==> src/design/pcm_pkg.sv <==
/*
 * Shared constants and types for the counter array mode and low-byte block:
 * special-function addresses, mode field positions, reset values and the
 * packed carriers for the special-function bus and the module mode byte.
 * Assumes a byte-wide special-function bus with a page selector.
 */
package pcm_pkg;

   // Register page that holds every register of this block
   localparam logic [7:0] SFR_PAGE_CNT = 8'h00;

   // Special-function addresses
   localparam logic [7:0] ADDR_CNT_LO = 8'hF9;
   localparam logic [7:0] ADDR_CNT_HI = 8'hFA;
   localparam logic [7:0] ADDR_MODE_GEN = 8'hDA;
   localparam logic [7:0] ADDR_MODE_WD = 8'hDF;

   // Module count; entry WD_MODULE_IDX is module 5, owned by the watchdog
   localparam int NUM_MODULES = 2;
   localparam int WD_MODULE_IDX = 1;
   localparam logic [NUM_MODULES-1:0][7:0] MODE_ADDR =
      {ADDR_MODE_WD, ADDR_MODE_GEN};
   localparam logic [NUM_MODULES-1:0] MODULE_IS_WD = 2'h2;

   // Mode byte field positions
   localparam int MODE_WIDE_BIT = 7;
   localparam int MODE_CMPEN_BIT = 6;
   localparam int MODE_CAPPOS_BIT = 5;
   localparam int MODE_CAPNEG_BIT = 4;
   localparam int MODE_MATCH_BIT = 3;
   localparam int MODE_TOGGLE_BIT = 2;
   localparam int MODE_WAVE_BIT = 1;
   localparam int MODE_IRQEN_BIT = 0;

   // Reset values
   localparam logic [7:0] MODE_RESET = 8'h00;
   localparam logic [15:0] COUNTER_RESET = 16'h0000;
   localparam logic [7:0] SNAP_RESET = 8'h00;
   localparam logic [7:0] RDATA_RESET = 8'h00;
   localparam logic [7:0] RDATA_UNMAPPED = 8'h00;

   // Mode byte, bit 7 first
   typedef struct packed {
      logic wideWaveformSelect;
      logic compareEnable;
      logic capturePositive;
      logic captureNegative;
      logic matchEnable;
      logic toggleEnable;
      logic waveformEnable;
      logic flagIrqEnable;
   } pcmMode_t;

   // One special-function bus cycle
   typedef struct packed {
      logic wr;
      logic rd;
      logic [7:0] page;
      logic [7:0] addr;
      logic [7:0] wdata;
   } pcmSfrReq_t;

endpackage : pcm_pkg

==> src/design/pcm_mode_counter.sv <==
/*
 * Counter array slice: the shared 16-bit counter with its low-byte access,
 * the high-byte snapshot, and the mode control, output pin and flag of a
 * general capture/compare module and of module 5.
 * Assumes a synchronous special-function bus (one-cycle rd/wr strobes),
 * a counter tick from the clock selector, compare values from outside,
 * and flag clears from the register that software uses for the flags.
 */
//
// Notes on behaviour
// Waveform enable drives PWM on the output pin; width from wide select.
// Wide select set with waveform enabled gives 16-bit waveform.
// Waveform and toggle enables together give frequency output mode.
// Flag interrupt enable at 0 keeps a set flag from requesting.
// Flag interrupt enable at 1 requests an interrupt while flag set.
// Watchdog enable locks module 5 mode register against writes.
// Low byte register is counter bits 7:0, read/write, resets to zero.
// Low byte answers at address 0xF9 on page 0x00.
// Watchdog enable makes software writes to the low byte ignored.
// Toggle enable inverts the output pin on each compare match.
// Match enable sets the module flag on each compare match.
// High byte reads return a snapshot taken when the low byte is read.
// Low byte write loads counter bits 7:0, upper bits kept unless a tick in the same cycle carries into them.
`timescale 1ns/1ns
module pcm_mode_counter (
   input wire logic mclk,
   input wire logic nrst,
   input wire logic clkEn,
   input wire pcm_pkg::pcmSfrReq_t sfrReq,
   input wire logic watchdogEnable,
   input wire logic countTick,
   input wire logic [pcm_pkg::NUM_MODULES*16-1:0] compareValue,
   input wire logic [pcm_pkg::NUM_MODULES-1:0] flagClear,
   output logic [7:0] sfrRdata,
   output logic [pcm_pkg::NUM_MODULES-1:0] moduleOutputPin,
   output logic [pcm_pkg::NUM_MODULES-1:0] captureCompareFlag,
   output logic [pcm_pkg::NUM_MODULES-1:0] flagIrqRequest
);

   // Reset release through two flip-flops; assertion stays asynchronous
   logic rstMeta_q;
   logic rstSync_q;
   logic rstN;

   always_ff @(posedge mclk or negedge nrst)
   begin
      if (!nrst)
      begin
         rstMeta_q <= 1'b0;
         rstSync_q <= 1'b0;
      end
      else
      begin
         rstMeta_q <= 1'b1;
         rstSync_q <= rstMeta_q;
      end
   end

   assign rstN = rstSync_q;

   // Bus decode: every register lives on one page only
   logic pageHit;
   logic wrStrobe;
   logic rdStrobe;
   logic cntLoSel;
   logic cntHiSel;
   logic cntLoWr;
   logic cntHiWr;
   logic cntLoRd;
   logic cntHiRd;

   assign pageHit = (sfrReq.page == pcm_pkg::SFR_PAGE_CNT);
   assign wrStrobe = sfrReq.wr && pageHit && clkEn;
   assign rdStrobe = sfrReq.rd && pageHit && clkEn;
   assign cntLoSel = (sfrReq.addr == pcm_pkg::ADDR_CNT_LO);
   assign cntHiSel = (sfrReq.addr == pcm_pkg::ADDR_CNT_HI);
   // Watchdog owns the counter, so software writes fall away
   assign cntLoWr = wrStrobe && cntLoSel && !watchdogEnable;
   assign cntHiWr = wrStrobe && cntHiSel && !watchdogEnable;
   // Reads are never blocked, the watchdog only guards writes
   assign cntLoRd = rdStrobe && cntLoSel;
   assign cntHiRd = rdStrobe && cntHiSel;

   // Shared counter and high-byte snapshot
   logic [15:0] counter_q;
   logic [15:0] counter_d;
   logic [7:0] snapHi_q;
   logic [7:0] snapHi_d;

   // A software byte write wins over a tick in the same cycle for that byte
   always_comb
   begin
      counter_d = counter_q;
      if (countTick)
      begin
         counter_d = 16'(counter_q + 16'h0001);
      end
      if (cntLoWr)
      begin
         counter_d[7:0] = sfrReq.wdata;
      end
      if (cntHiWr)
      begin
         counter_d[15:8] = sfrReq.wdata;
      end
   end

   // Snapshot moves only on a low-byte read, keeping the two bytes coherent
   assign snapHi_d = cntLoRd ? counter_q[15:8] : snapHi_q;

   // Counter and snapshot freeze whole while the clock enable is low
   always_ff @(posedge mclk or negedge rstN)
   begin
      if (!rstN)
      begin
         counter_q <= pcm_pkg::COUNTER_RESET;
         snapHi_q <= pcm_pkg::SNAP_RESET;
      end
      else if (clkEn)
      begin
         counter_q <= counter_d;
         snapHi_q <= snapHi_d;
      end
   end

   // Per-module state collected for the read mux and the outputs
   logic [pcm_pkg::NUM_MODULES-1:0] modeRdHit;
   logic [pcm_pkg::NUM_MODULES-1:0][7:0] modeView;
   logic [pcm_pkg::NUM_MODULES-1:0] pin_q;
   logic [pcm_pkg::NUM_MODULES-1:0] flag_q;
   logic [pcm_pkg::NUM_MODULES-1:0] irq_q;

   genvar gi;
   generate
      for (gi = 0; gi < pcm_pkg::NUM_MODULES; gi++)
      begin : g_module
         pcm_pkg::pcmMode_t mode_q;
         pcm_pkg::pcmMode_t mode_d;
         logic [15:0] cmpVal;
         logic modeSel;
         logic modeLocked;
         logic modeWr;
         logic matchFull;
         logic matchLow;
         logic freqMode;
         logic wide16Mode;
         logic narrowMode;
         logic plainToggle;
         logic flagSet;
         logic pin_d;
         logic flag_d;
         logic irq_d;
         logic pinBit_q;
         logic flagBit_q;
         logic irqBit_q;

         assign cmpVal = compareValue[gi*16 +: 16];
         assign modeSel = (sfrReq.addr == pcm_pkg::MODE_ADDR[gi]);
         // Module 5 serves the watchdog; its mode byte is frozen meanwhile
         assign modeLocked = pcm_pkg::MODULE_IS_WD[gi]
            && watchdogEnable;
         assign modeWr = wrStrobe && modeSel && !modeLocked;
         assign mode_d = modeWr ? pcm_pkg::pcmMode_t'(sfrReq.wdata) : mode_q;
         assign modeRdHit[gi] = rdStrobe && modeSel;
         assign modeView[gi] = mode_q;

         // Matches count only on a counter tick, one event per count value
         assign matchFull = countTick && mode_q.compareEnable
            && (counter_q == cmpVal);
         assign matchLow = countTick && mode_q.compareEnable
            && (counter_q[7:0] == cmpVal[7:0]);

         // Mode selection from the waveform, wide and toggle bits; the
         // narrow waveform is plain 8-bit, the 9 to 11-bit widths are absent
         assign freqMode = mode_q.waveformEnable
            && mode_q.toggleEnable;
         assign wide16Mode = mode_q.waveformEnable && !mode_q.toggleEnable
            && mode_q.wideWaveformSelect;
         assign narrowMode = mode_q.waveformEnable && !mode_q.toggleEnable
            && !mode_q.wideWaveformSelect;
         assign plainToggle = !mode_q.waveformEnable && mode_q.toggleEnable;

         // Output pin next level; the comparator enable gates every mode
         always_comb
         begin
            pin_d = pin_q[gi];
            if (!mode_q.compareEnable)
            begin
               pin_d = pin_q[gi];
            end
            else if (freqMode)
            begin
               pin_d = matchLow ? !pin_q[gi] : pin_q[gi];
            end
            else if (wide16Mode)
            begin
               pin_d = (counter_q >= cmpVal);
            end
            else if (narrowMode)
            begin
               pin_d = (counter_q[7:0] >= cmpVal[7:0]);
            end
            else if (plainToggle)
            begin
               pin_d = matchFull ? !pin_q[gi] : pin_q[gi];
            end
         end

         // A match in the clearing cycle still leaves the flag set
         assign flagSet = matchFull && mode_q.matchEnable;
         assign flag_d = flagSet ? 1'b1
            : (flagClear[gi] ? 1'b0 : flag_q[gi]);
         // Request follows the flag through the mask
         assign irq_d = flag_d && mode_d.flagIrqEnable;

         // Mode, pin, flag and request flops of this module
         always_ff @(posedge mclk or negedge rstN)
         begin
            if (!rstN)
            begin
               mode_q <= pcm_pkg::pcmMode_t'(pcm_pkg::MODE_RESET);
               pinBit_q <= 1'b0;
               flagBit_q <= 1'b0;
               irqBit_q <= 1'b0;
            end
            else if (clkEn)
            begin
               mode_q <= mode_d;
               pinBit_q <= pin_d;
               flagBit_q <= flag_d;
               irqBit_q <= irq_d;
            end
         end

         // One driver per vector bit, gathered from the module's own flops
         assign pin_q[gi] = pinBit_q;
         assign flag_q[gi] = flagBit_q;
         assign irq_q[gi] = irqBit_q;
      end
   endgenerate

   // Read data select; unmapped addresses on this page read as zero
   logic [7:0] rdata_q;
   logic [7:0] rdata_d;
   logic [7:0] modeRdData;
   logic anyModeRd;

   // Pick the mode byte of whichever module the address selects
   always_comb
   begin
      modeRdData = 8'h00;
      anyModeRd = 1'b0;
      for (int m = 0; m < pcm_pkg::NUM_MODULES; m++)
      begin
         if (modeRdHit[m])
         begin
            modeRdData = modeView[m];
            anyModeRd = 1'b1;
         end
      end
   end

   always_comb
   begin
      rdata_d = rdata_q;
      if (cntLoRd)
      begin
         rdata_d = counter_q[7:0];
      end
      else if (cntHiRd)
      begin
         rdata_d = snapHi_q;
      end
      else if (anyModeRd)
      begin
         rdata_d = modeRdData;
      end
      else if (rdStrobe)
      begin
         rdata_d = pcm_pkg::RDATA_UNMAPPED;
      end
   end

   // Read data stays put between reads so software sees a steady byte
   always_ff @(posedge mclk or negedge rstN)
   begin
      if (!rstN)
      begin
         rdata_q <= pcm_pkg::RDATA_RESET;
      end
      else
      begin
         rdata_q <= rdata_d;
      end
   end

   // Outputs straight from flip-flops
   assign sfrRdata = rdata_q;
   assign moduleOutputPin = pin_q;
   assign captureCompareFlag = flag_q;
   assign flagIrqRequest = irq_q;

endmodule : pcm_mode_counter

==> config.mk <==
export PLATFORM = sky130hd
export DESIGN_NAME = pcm_mode_counter
export DESIGN_NICKNAME = d
export VERILOG_FILES = /design/src/design/pcm_pkg.sv /design/src/design/pcm_mode_counter.sv
export SDC_FILE = /design/constraint.sdc
export NUM_CORES = 1
export LEC_CHECK = 0
export ABC_AREA = 1
export ABC_CLOCK_PERIOD_IN_PS = 1700
export BUFFER_PORTS_ARGS = -buffer_cell sky130_fd_sc_hd__clkbuf_2
export CAP_MARGIN = 20
export CORE_MARGIN = 8
export CORE_UTILIZATION = 29
export DETAILED_ROUTE_END_ITERATION = 12
export PLACE_DENSITY = 0.53
export SLEW_MARGIN = 5
export SYNTH_ARGS = -nofsm -noshare
export SYNTH_HDL_FRONTEND = slang
export SYNTH_SLANG_ARGS = --single-unit
export TNS_END_PERCENT = 20
==> constraint.sdc <==
create_clock -name mclk -period 1.7 [get_ports mclk]
set_clock_uncertainty 0.2 [all_clocks]
set_input_delay 0.255 -clock mclk [delete_from_list [all_inputs] [get_ports mclk]]
set_output_delay 0.255 -clock mclk [all_outputs]
set_load 0.03 [all_outputs]
==> results.sh, run 1 <==
export IMPL_rrSetupSlack_ns=-0.13
export IMPL_cp_end_kind="flop"
export IMPL_finalHoldViolations=0
export IMPL_hpwl_mm=11.4
export IMPL_htree_levels=2
export IMPL_drtPass1Iterations=4
export IMPL_rsz0062_at_grt="true"
export IMPL_final_cells=981
export IMPL_fin_crit_sh_pct=107
export IMPL_critPathKind="flop to flop"
export IMPL_synth_distinct_cells=38
export IMPL_syn_to_final_growth_pct=31.7
export IMPL_die_w_um=140
export IMPL_ios=79
export IMPL_path_cells="ha_1, nand4_1, inv_1, nand2_1, nand3_1, nand2_1, nand3_1, nand2_1, nand2_1"
export IMPL_grt_overflow_total=0
export IMPL_cts_max_path_buffers=2
export IMPL_grt_usage_pct=14.2
export IMPL_layout_commonest_cell="nand2_1"
export IMPL_setup_violations=12
export IMPL_ir_drop_mv=0.386
export IMPL_slew_viol_final=0
export IMPL_synth_top_flop_cell="dfrtp_1"
export IMPL_cts_tree="built"
export IMPL_max_cap_violations=0
export IMPL_yosysWarnings=0
export IMPL_clk_latency_ns=0.30
export IMPL_coreArea_mm2=0.0151
export IMPL_vias_per_cell=4.50
export IMPL_place_inst=966
export IMPL_power_density_mw_per_mm2=640
export IMPL_worstHoldStart="sfrReq[0]"
export IMPL_grt_pass1_vias=4359
export IMPL_synth_cell_area_mm2=0.00444
export IMPL_root_buffer="clkbuf_16"
export IMPL_wire_per_inst_um=13.9
export IMPL_r2r_end="g_module[1].pinBit_q"
export IMPL_status="finished, violations left"
export IMPL_fin_setup_tns_ns=-0.671
export IMPL_leakagePower_nw=3.28
export IMPL_layout_common_cells="228 x nand2_1, 95 x inv_1, 78 x clkbuf_2"
export IMPL_slowest_delay_ns=0.41
export IMPL_fin_crit_ns=1.83
export IMPL_fin_nets=890
export IMPL_violations="negative setup slack"
export IMPL_fp_row_count=45
export IMPL_whs_path_depth=3
export IMPL_start_util_pct=29.4
export IMPL_synth_edf_count=0
export IMPL_switching_share_pct=29.4
export IMPL_max_freq_mhz=548
export IMPL_dieArea_mm2=0.0195
export IMPL_drc_errors=0
export IMPL_synthCells=650
export IMPL_seqPwrFrac_pct=38.3
export IMPL_combPwrFrac_pct=24.5
export IMPL_ant_nets=0
export IMPL_vias=4410
export IMPL_diodes=0
export IMPL_crit_slowest_cell="dfrtp_1"
export IMPL_path_common_cell="nand2_1"
export IMPL_cp_start_kind="flop"
export IMPL_clockPowerShare_pct=37.2
export IMPL_cts_buffers=5
export IMPL_cp_max_fo=3
export IMPL_timing_rr_start="counter_q[12]"
export IMPL_clk_pin_slew_ns=0.08
export IMPL_hold_end="g_module[1].mode_q[0]"
export IMPL_hold_class="input pin to flop"
export IMPL_seq_area_frac_synth_pct=31.5
export IMPL_cts_num_sinks=56
export IMPL_worstPathArrival_ns=1.83
export IMPL_grt_pass1_wl_mm=22.2
export IMPL_synth_nets=748
export IMPL_antenna_found_initial=0
export IMPL_fin_ws_ns=-0.126
export IMPL_fp_dieH_um=140
export IMPL_final_util_pct=38.8
export IMPL_grt_max_degree=55
export IMPL_portBuffers=78
export IMPL_hold_slack_ns=0.0277
export IMPL_drt_total_wl_mm=13.6
export IMPL_gp_congestion=0.889
export IMPL_p_switching_w=0.00110
export IMPL_async_flop_share_pct=100
export IMPL_drt_iter0_markers=232
export IMPL_ys_ff_latch=56
export IMPL_required_ns=1.70
export IMPL_intPower_w=0.00264
export IMPL_r2r_cells=9
export IMPL_drive_gt1_share_pct=28.0
export IMPL_syn_area_per_cell_um2=6.83
area by class of cell:
| class | count | area, um2 |
|---|---|---|
| Fill cell | 1651 | 9240 |
| Multi-Input combinational cell | 479 | 2680 |
| Sequential cell | 56 | 1410 |
| Timing Repair Buffer | 148 | 943 |
| Inverter | 102 | 392 |
| Tap cell | 188 | 235 |
| Clock buffer | 5 | 125 |
| Clock inverter | 3 | 68.8 |
worst max-delay path by stage:
stage / startpoint / end
finish: counter_q[12] / g_module[1].pinBit_q
floorplan: counter_q[7] / g_module[1].pinBit_q
global placement: counter_q[7] / g_module[1].irqBit_q
detailed placement: counter_q[7] / g_module[1].pinBit_q
CTS: counter_q[5] / g_module[0].pinBit_q
global route: counter_q[7] / g_module[0].pinBit_q
per-layer routing:
metal	vias to the layer above	wire (um)	GRT usage (%)	part of all wire, %
li1	2316	-	-	-
met1	2024	6290	17.9	46
met2	65	6820	24.8	50
met3	5	466	2.50	3.4
met4	0	74	2.40	0.54
met5	-	0	0	0
sequential cells by signal (all words and copies together) (netlist names):
signal	cells
g_module.pinBit_q	2
g_module.mode_q	16
snapHi_q	8
g_module.flagBit_q	2
rstN	1
counter_q	16
rstMeta_q	1
g_module.irqBit_q	2
sfrRdata	8
power groups by stage:
stage	Combinational [W]	Sequential, W	Clock, W
after floorplan	0.000395	0.00149	0
after global placement	0.000824	0.00146	0
after detailed placement	0.000828	0.00147	0
after CTS	0.000890	0.00144	0.00142
after global routing	0.00104	0.00144	0.00146
final	0.000917	0.00143	0.00139
repair_timing:
action / 4_1_cts / 5_1_grt
setup endpoints to repair: 16 / 18
endpoints found under the hold margin: 2 / 0
buffers inserted: 3 / 3
resized for setup: 25 / 7
pin swaps: 19 / 10
hold buffers: 1 / 0
cells by family after synthesis:
kind of cell    count (synthesis)  share of synthesized area (%)
fa+ha+maj                      33                           9.30
flops                          56                           31.5
simple gates                  380                           39.1
xor+xnor                       10                           1.97
other cells                     1                         0.0844
buf+inv                       115                           11.0
compound gates                 55                           6.99
Yosys cell counts (4+ instances only):
library cell  instances  area, um2
buf_4                 6       45.0
dfrtp_1              56       1400
nor2_4                4       45.0
inv_1                96        360
o21ai_0              14       70.1
o21ai_1              11       55.1
o21ai_2               6       52.6
nor2_1               58        218
nand3_1              47        235
a21oi_1              19       95.1
ha_1                 33        413
nor3_1                5       25.0
xor2_1                9       78.8
nand4_1               7       43.8
nor2_2                6       37.5
nand2_2               4       25.0
nand2_1             233        875
worst max-delay path, delay by kind of cell (launching register included):
family,cells,cell delay [ns]
AND/OR/NAND/NOR,7,0.74
flip-flops,1,0.41
adder cells (fa/ha/maj),1,0.29
buffers and inverters,1,0.08
through the flow:
stage	total power [W]	area (um2)	setup slack (ns)
final	0.00374	5850	-0.126
after global routing	0.00394	5850	-0.258
after CTS	0.00375	5770	-0.112
after detailed placement	0.00229	5470	-0.160
after global placement	0.00229	5470	-0.155
after floorplan	0.00188	4440	-0.0176
No activity file was read; power rests on OpenSTA's default activity.
==> inputs of run 2 (changes only) <==
PLACE_DENSITY = default   (was 0.53)
==> results.sh, run 2 (synthesized netlist as in run 1, its figures left out) <==
export IMPL_grt_max_degree=55
export IMPL_cts_num_sinks=56
export IMPL_fin_setup_tns_ns=-1.02
export IMPL_start_util_pct=29.4
export IMPL_timing_rr_start="counter_q[7]"
export IMPL_fin_crit_sh_pct=110
export IMPL_max_cap_violations=0
export IMPL_worstPathArrival_ns=1.91
export IMPL_dieArea_mm2=0.0195
export IMPL_wire_per_inst_um=13.6
export IMPL_fin_ws_ns=-0.162
export IMPL_rsz0062_at_grt="true"
export IMPL_reg_top3="counter_q x16, g_module.mode_q x16"
export IMPL_grt_usage_pct=13.5
export IMPL_slew_viol_final=0
export IMPL_setup_violations=12
export IMPL_drt_iter0_markers=230
export IMPL_diodes=0
export IMPL_fp_row_count=45
export IMPL_cp_end_kind="flop"
export IMPL_max_freq_mhz=537
export IMPL_vias_per_cell=4.51
export IMPL_hold_end="g_module[1].mode_q[0]"
export IMPL_r2r_cells=11
export IMPL_worstHoldStart="sfrReq[0]"
export IMPL_grt_pass1_vias=4280
export IMPL_cts_max_path_buffers=2
export IMPL_fin_nets=882
export IMPL_antenna_found_initial=0
export IMPL_crit_start="counter_q[7]"
export IMPL_drive_gt1_share_pct=27.4
export IMPL_rrSetupSlack_ns=-0.16
export IMPL_cp_max_fo=3
export IMPL_critPathKind="flop to flop"
export IMPL_syn_to_final_growth_pct=29.8
export IMPL_leakagePower_nw=3.25
export IMPL_die_w_um=140
export IMPL_ir_drop_mv=0.338
export IMPL_hpwl_mm=10.9
export IMPL_grt_overflow_total=0
export IMPL_clk_latency_ns=0.30
export IMPL_ios=79
export IMPL_root_buffer="clkbuf_16"
export IMPL_fin_crit_ns=1.86
export IMPL_cts_buffers=5
export IMPL_cts_tree="built"
export IMPL_final_util_pct=38.2
export IMPL_place_area_mm2=0.00542
export IMPL_portBuffers=78
export IMPL_hold_slack_ns=0.0174
export IMPL_grt_pass1_wl_mm=21.5
export IMPL_drc_errors=0
export IMPL_whs_path_depth=3
export IMPL_coreArea_mm2=0.0151
export IMPL_vias=4385
export IMPL_drt_total_wl_mm=13.2
export IMPL_gp_congestion=0.868
export IMPL_dp_slack_ns=-0.156
export IMPL_htree_levels=2
export IMPL_clk_pin_slew_ns=0.08
export IMPL_drtPass1Iterations=5
export IMPL_power_density_mw_per_mm2=589
export IMPL_hold_class="input pin to flop"
export IMPL_stdcell_area_mm2=0.00576
export IMPL_ant_nets=0
export IMPL_r2r_end="g_module[1].pinBit_q"
export IMPL_finalHoldViolations=0
export IMPL_required_ns=1.74
export IMPL_layout_commonest_cell="nand2_1"
export IMPL_violations="negative setup slack"
export IMPL_layout_common_cells="228 x nand2_1, 96 x inv_1, 78 x clkbuf_2"
export IMPL_status="finished, violations left"
export IMPL_cp_start_kind="flop"
export IMPL_fp_dieH_um=140
==> run 2: cell types whose count changed in the layout (fill, tap and decap cells not counted), sizes merged <==
cell      delta
bufinv       -2
clkinv       +1
buf          -8
clkinvlp     +1
==> run 2: repair_timing <==
action                     CTS  global route
setup endpoints to repair   16            18
hold endpoints to repair     2             0
pin swaps                    7            13
hold buffers                 1             0
buffers inserted             0             3
resized for setup           12            25
==> run 2: metal layers <==
| metal | up-vias | part of all wire [%] | global-route usage, % |
|---|---|---|---|
| met1 | 2003 | 46 | 17.3 |
| li1 | 2299 | - | - |
| met3 | 10 | 3.3 | 2.19 |
| met2 | 73 | 49 | 23.3 |
| met5 | - | 0 | 0 |
| met4 | 0 | 1.3 | 2.86 |
==> run 2: layout make-up <==
class / count / area, um2
clock buffer: 5 / 125
clock inverter: 3 / 21.3
fill: 1632 / 9330
inverter: 102 / 392
multi-input combinational: 479 / 2710
sequential: 56 / 1410
tap: 188 / 235
timing repair buffer: 140 / 875
==> run 2: power breakdown <==
group	total, W	leakage [nW]	internal, W	switching, W
clock network	0.00108	0.0702	0.000552	0.000528
logic	0.000873	2.43	0.000380	0.000493
registers	0.00144	0.751	0.00138	0.0000667
==> run 2: worst max-delay path by stage <==
stage,endpoint,slack (ns)
finish,g_module[1].pinBit_q,-0.16
global route,g_module[0].irqBit_q,-0.31
CTS,g_module[0].irqBit_q,-0.1
detailed placement,g_module[0].irqBit_q,-0.16
global placement,g_module[0].irqBit_q,-0.15
floorplan,g_module[1].pinBit_q,-0.02
==> run 2: through the flow <==
stage,cells,power (W)
finish,973,0.00340
global route,973,0.00360
CTS,970,0.00338
detailed placement,961,0.00228
global placement,961,0.00227
floorplan,650,0.00188
==> run 2: worst max-delay path, cell delays in order (launching register included) <==
cell	delay [ns]
dfrtp_2	0.46
ha_4	0.28
nand2_2	0.08
nor2_4	0.11
buf_4	0.10
buf_4	0.10
nand3_2	0.07
a21oi_1	0.12
nand2_1	0.08
nor2_1	0.08
nand2_1	0.06
nand2_1	0.06
==> inputs of run 3 (changes only) <==
SKIP_CTS_REPAIR_TIMING = 1   (was default)
==> results.sh, run 3 (synthesized netlist as in run 1, its figures left out) <==
export IMPL_wire_per_inst_um=13.6
export IMPL_grt_pass1_vias=4252
export IMPL_final_cells=970
export IMPL_fp_row_count=45
export IMPL_setup_violations=11
export IMPL_syn_to_final_growth_pct=29.1
export IMPL_status="finished, violations left"
export IMPL_rsz0062_at_grt="true"
export IMPL_required_ns=1.75
export IMPL_drt_total_wl_mm=13.2
export IMPL_coreArea_mm2=0.0151
export IMPL_cts_tree="built"
export IMPL_slew_viol_final=0
export IMPL_clk_latency_ns=0.30
export IMPL_max_freq_mhz=548
export IMPL_finalHoldViolations=0
export IMPL_gp_congestion=0.868
export IMPL_fin_crit_ns=1.83
export IMPL_ios=79
export IMPL_hold_class="input pin to flop"
export IMPL_place_inst=961
export IMPL_drive_gt1_share_pct=26.7
export IMPL_antenna_found_initial=0
export IMPL_drc_errors=0
export IMPL_hpwl_mm=10.9
export IMPL_portBuffers=78
export IMPL_hold_slack_ns=0.0147
export IMPL_cp_end_kind="flop"
export IMPL_grt_usage_pct=13.5
export IMPL_vias_per_cell=4.53
export IMPL_dieArea_mm2=0.0195
export IMPL_cts_buffers=5
export IMPL_cp_start_kind="flop"
export IMPL_reg_top3="counter_q x16, g_module.mode_q x16"
export IMPL_fin_ws_ns=-0.126
export IMPL_rrSetupSlack_ns=-0.13
export IMPL_fin_crit_sh_pct=107
export IMPL_layout_common_cells="227 x nand2_1, 96 x inv_1, 78 x clkbuf_2"
export IMPL_cts_num_sinks=56
export IMPL_cp_max_fo=3
export IMPL_leakagePower_nw=3.24
export IMPL_drtPass1Iterations=4
export IMPL_power_density_mw_per_mm2=593
export IMPL_cts_max_path_buffers=2
export IMPL_n_fill_cell=1626
export IMPL_fin_nets=879
export IMPL_critPathKind="flop to flop"
export IMPL_vias=4390
export IMPL_grt_max_degree=55
export IMPL_start_util_pct=29.4
export IMPL_layout_commonest_cell="nand2_1"
export IMPL_violations="negative setup slack"
export IMPL_htree_levels=2
export IMPL_die_w_um=140
export IMPL_diodes=0
export IMPL_grt_pass1_wl_mm=21.4
export IMPL_clk_pin_slew_ns=0.08
export IMPL_grt_overflow_total=0
export IMPL_max_cap_violations=0
export IMPL_fp_dieH_um=140
export IMPL_root_buffer="clkbuf_16"
export IMPL_drt_iter0_markers=232
export IMPL_worstPathArrival_ns=1.87
export IMPL_ant_nets=0
export IMPL_ir_drop_mv=0.340
[run 3: report_power, final]
| part | internal (W) | total, W | switching, W |
|---|---|---|---|
| sequential | 0.00138 | 0.00144 | 0.0000665 |
| combinational | 0.000383 | 0.000879 | 0.000496 |
| clock | 0.000551 | 0.00108 | 0.000527 |
[run 3: per-layer routing]
layer | wire length [um] | track usage, % | vias up
li1 | - | - | 2289
met1 | 5880 | 17.4 | 2003
met2 | 6470 | 23.1 | 88
met3 | 671 | 2.19 | 10
met4 | 168 | 2.86 | 0
met5 | 0 | 0 | -
[run 3: final timing paths]
| check | end | depth (start not counted) | start |
|---|---|---|---|
| hold / removal | g_module[1].mode_q[0] | 3 | sfrReq[0] |
| max in group asynchronous | counter_q[7] | 1 | rstN |
| min in group asynchronous | snapHi_q[7] | 1 | rstN |
| setup reg to reg | g_module[0].irqBit_q | 9 | counter_q[14] |
| hold reg to reg | snapHi_q[7] | 1 | rstN |
| setup / recovery | g_module[0].irqBit_q | 9 | counter_q[14] |
[run 3: worst max-delay path, stage by stage (launching register included)]
cell	delay, ns
dfrtp_1	0.43
ha_1	0.31
nand4_1	0.19
nor2_2	0.21
nand3_1	0.11
o21ai_1	0.08
nand2_1	0.08
nand2_1	0.07
nand2_1	0.05
inv_1	0.06
[run 3: cell type report]
class	count	area, um2	area share [%]
Tap cell	188	235	4.10
Clock buffer	5	125	2.18
Clock inverter	3	21.3	0.371
Multi-Input combinational cell	479	2700	47.1
Timing Repair Buffer	137	852	14.9
Inverter	102	392	6.83
Sequential cell	56	1410	24.5
[run 3: metrics by stage]
stage	instance area (um2)	total power [W]	setup TNS, ns	worst slack [ns]	utilization, %
CTS	5570	0.00335	-1.67	-0.190	36.9
global placement	5420	0.00227	-1.31	-0.148	35.9
detailed placement	5420	0.00228	-1.72	-0.156	35.9
finish	5730	0.00340	-0.836	-0.126	38.0
global route	5730	0.00360	-2.79	-0.315	38.0
floorplan	4440	0.00188	-0.0489	-0.0176	-
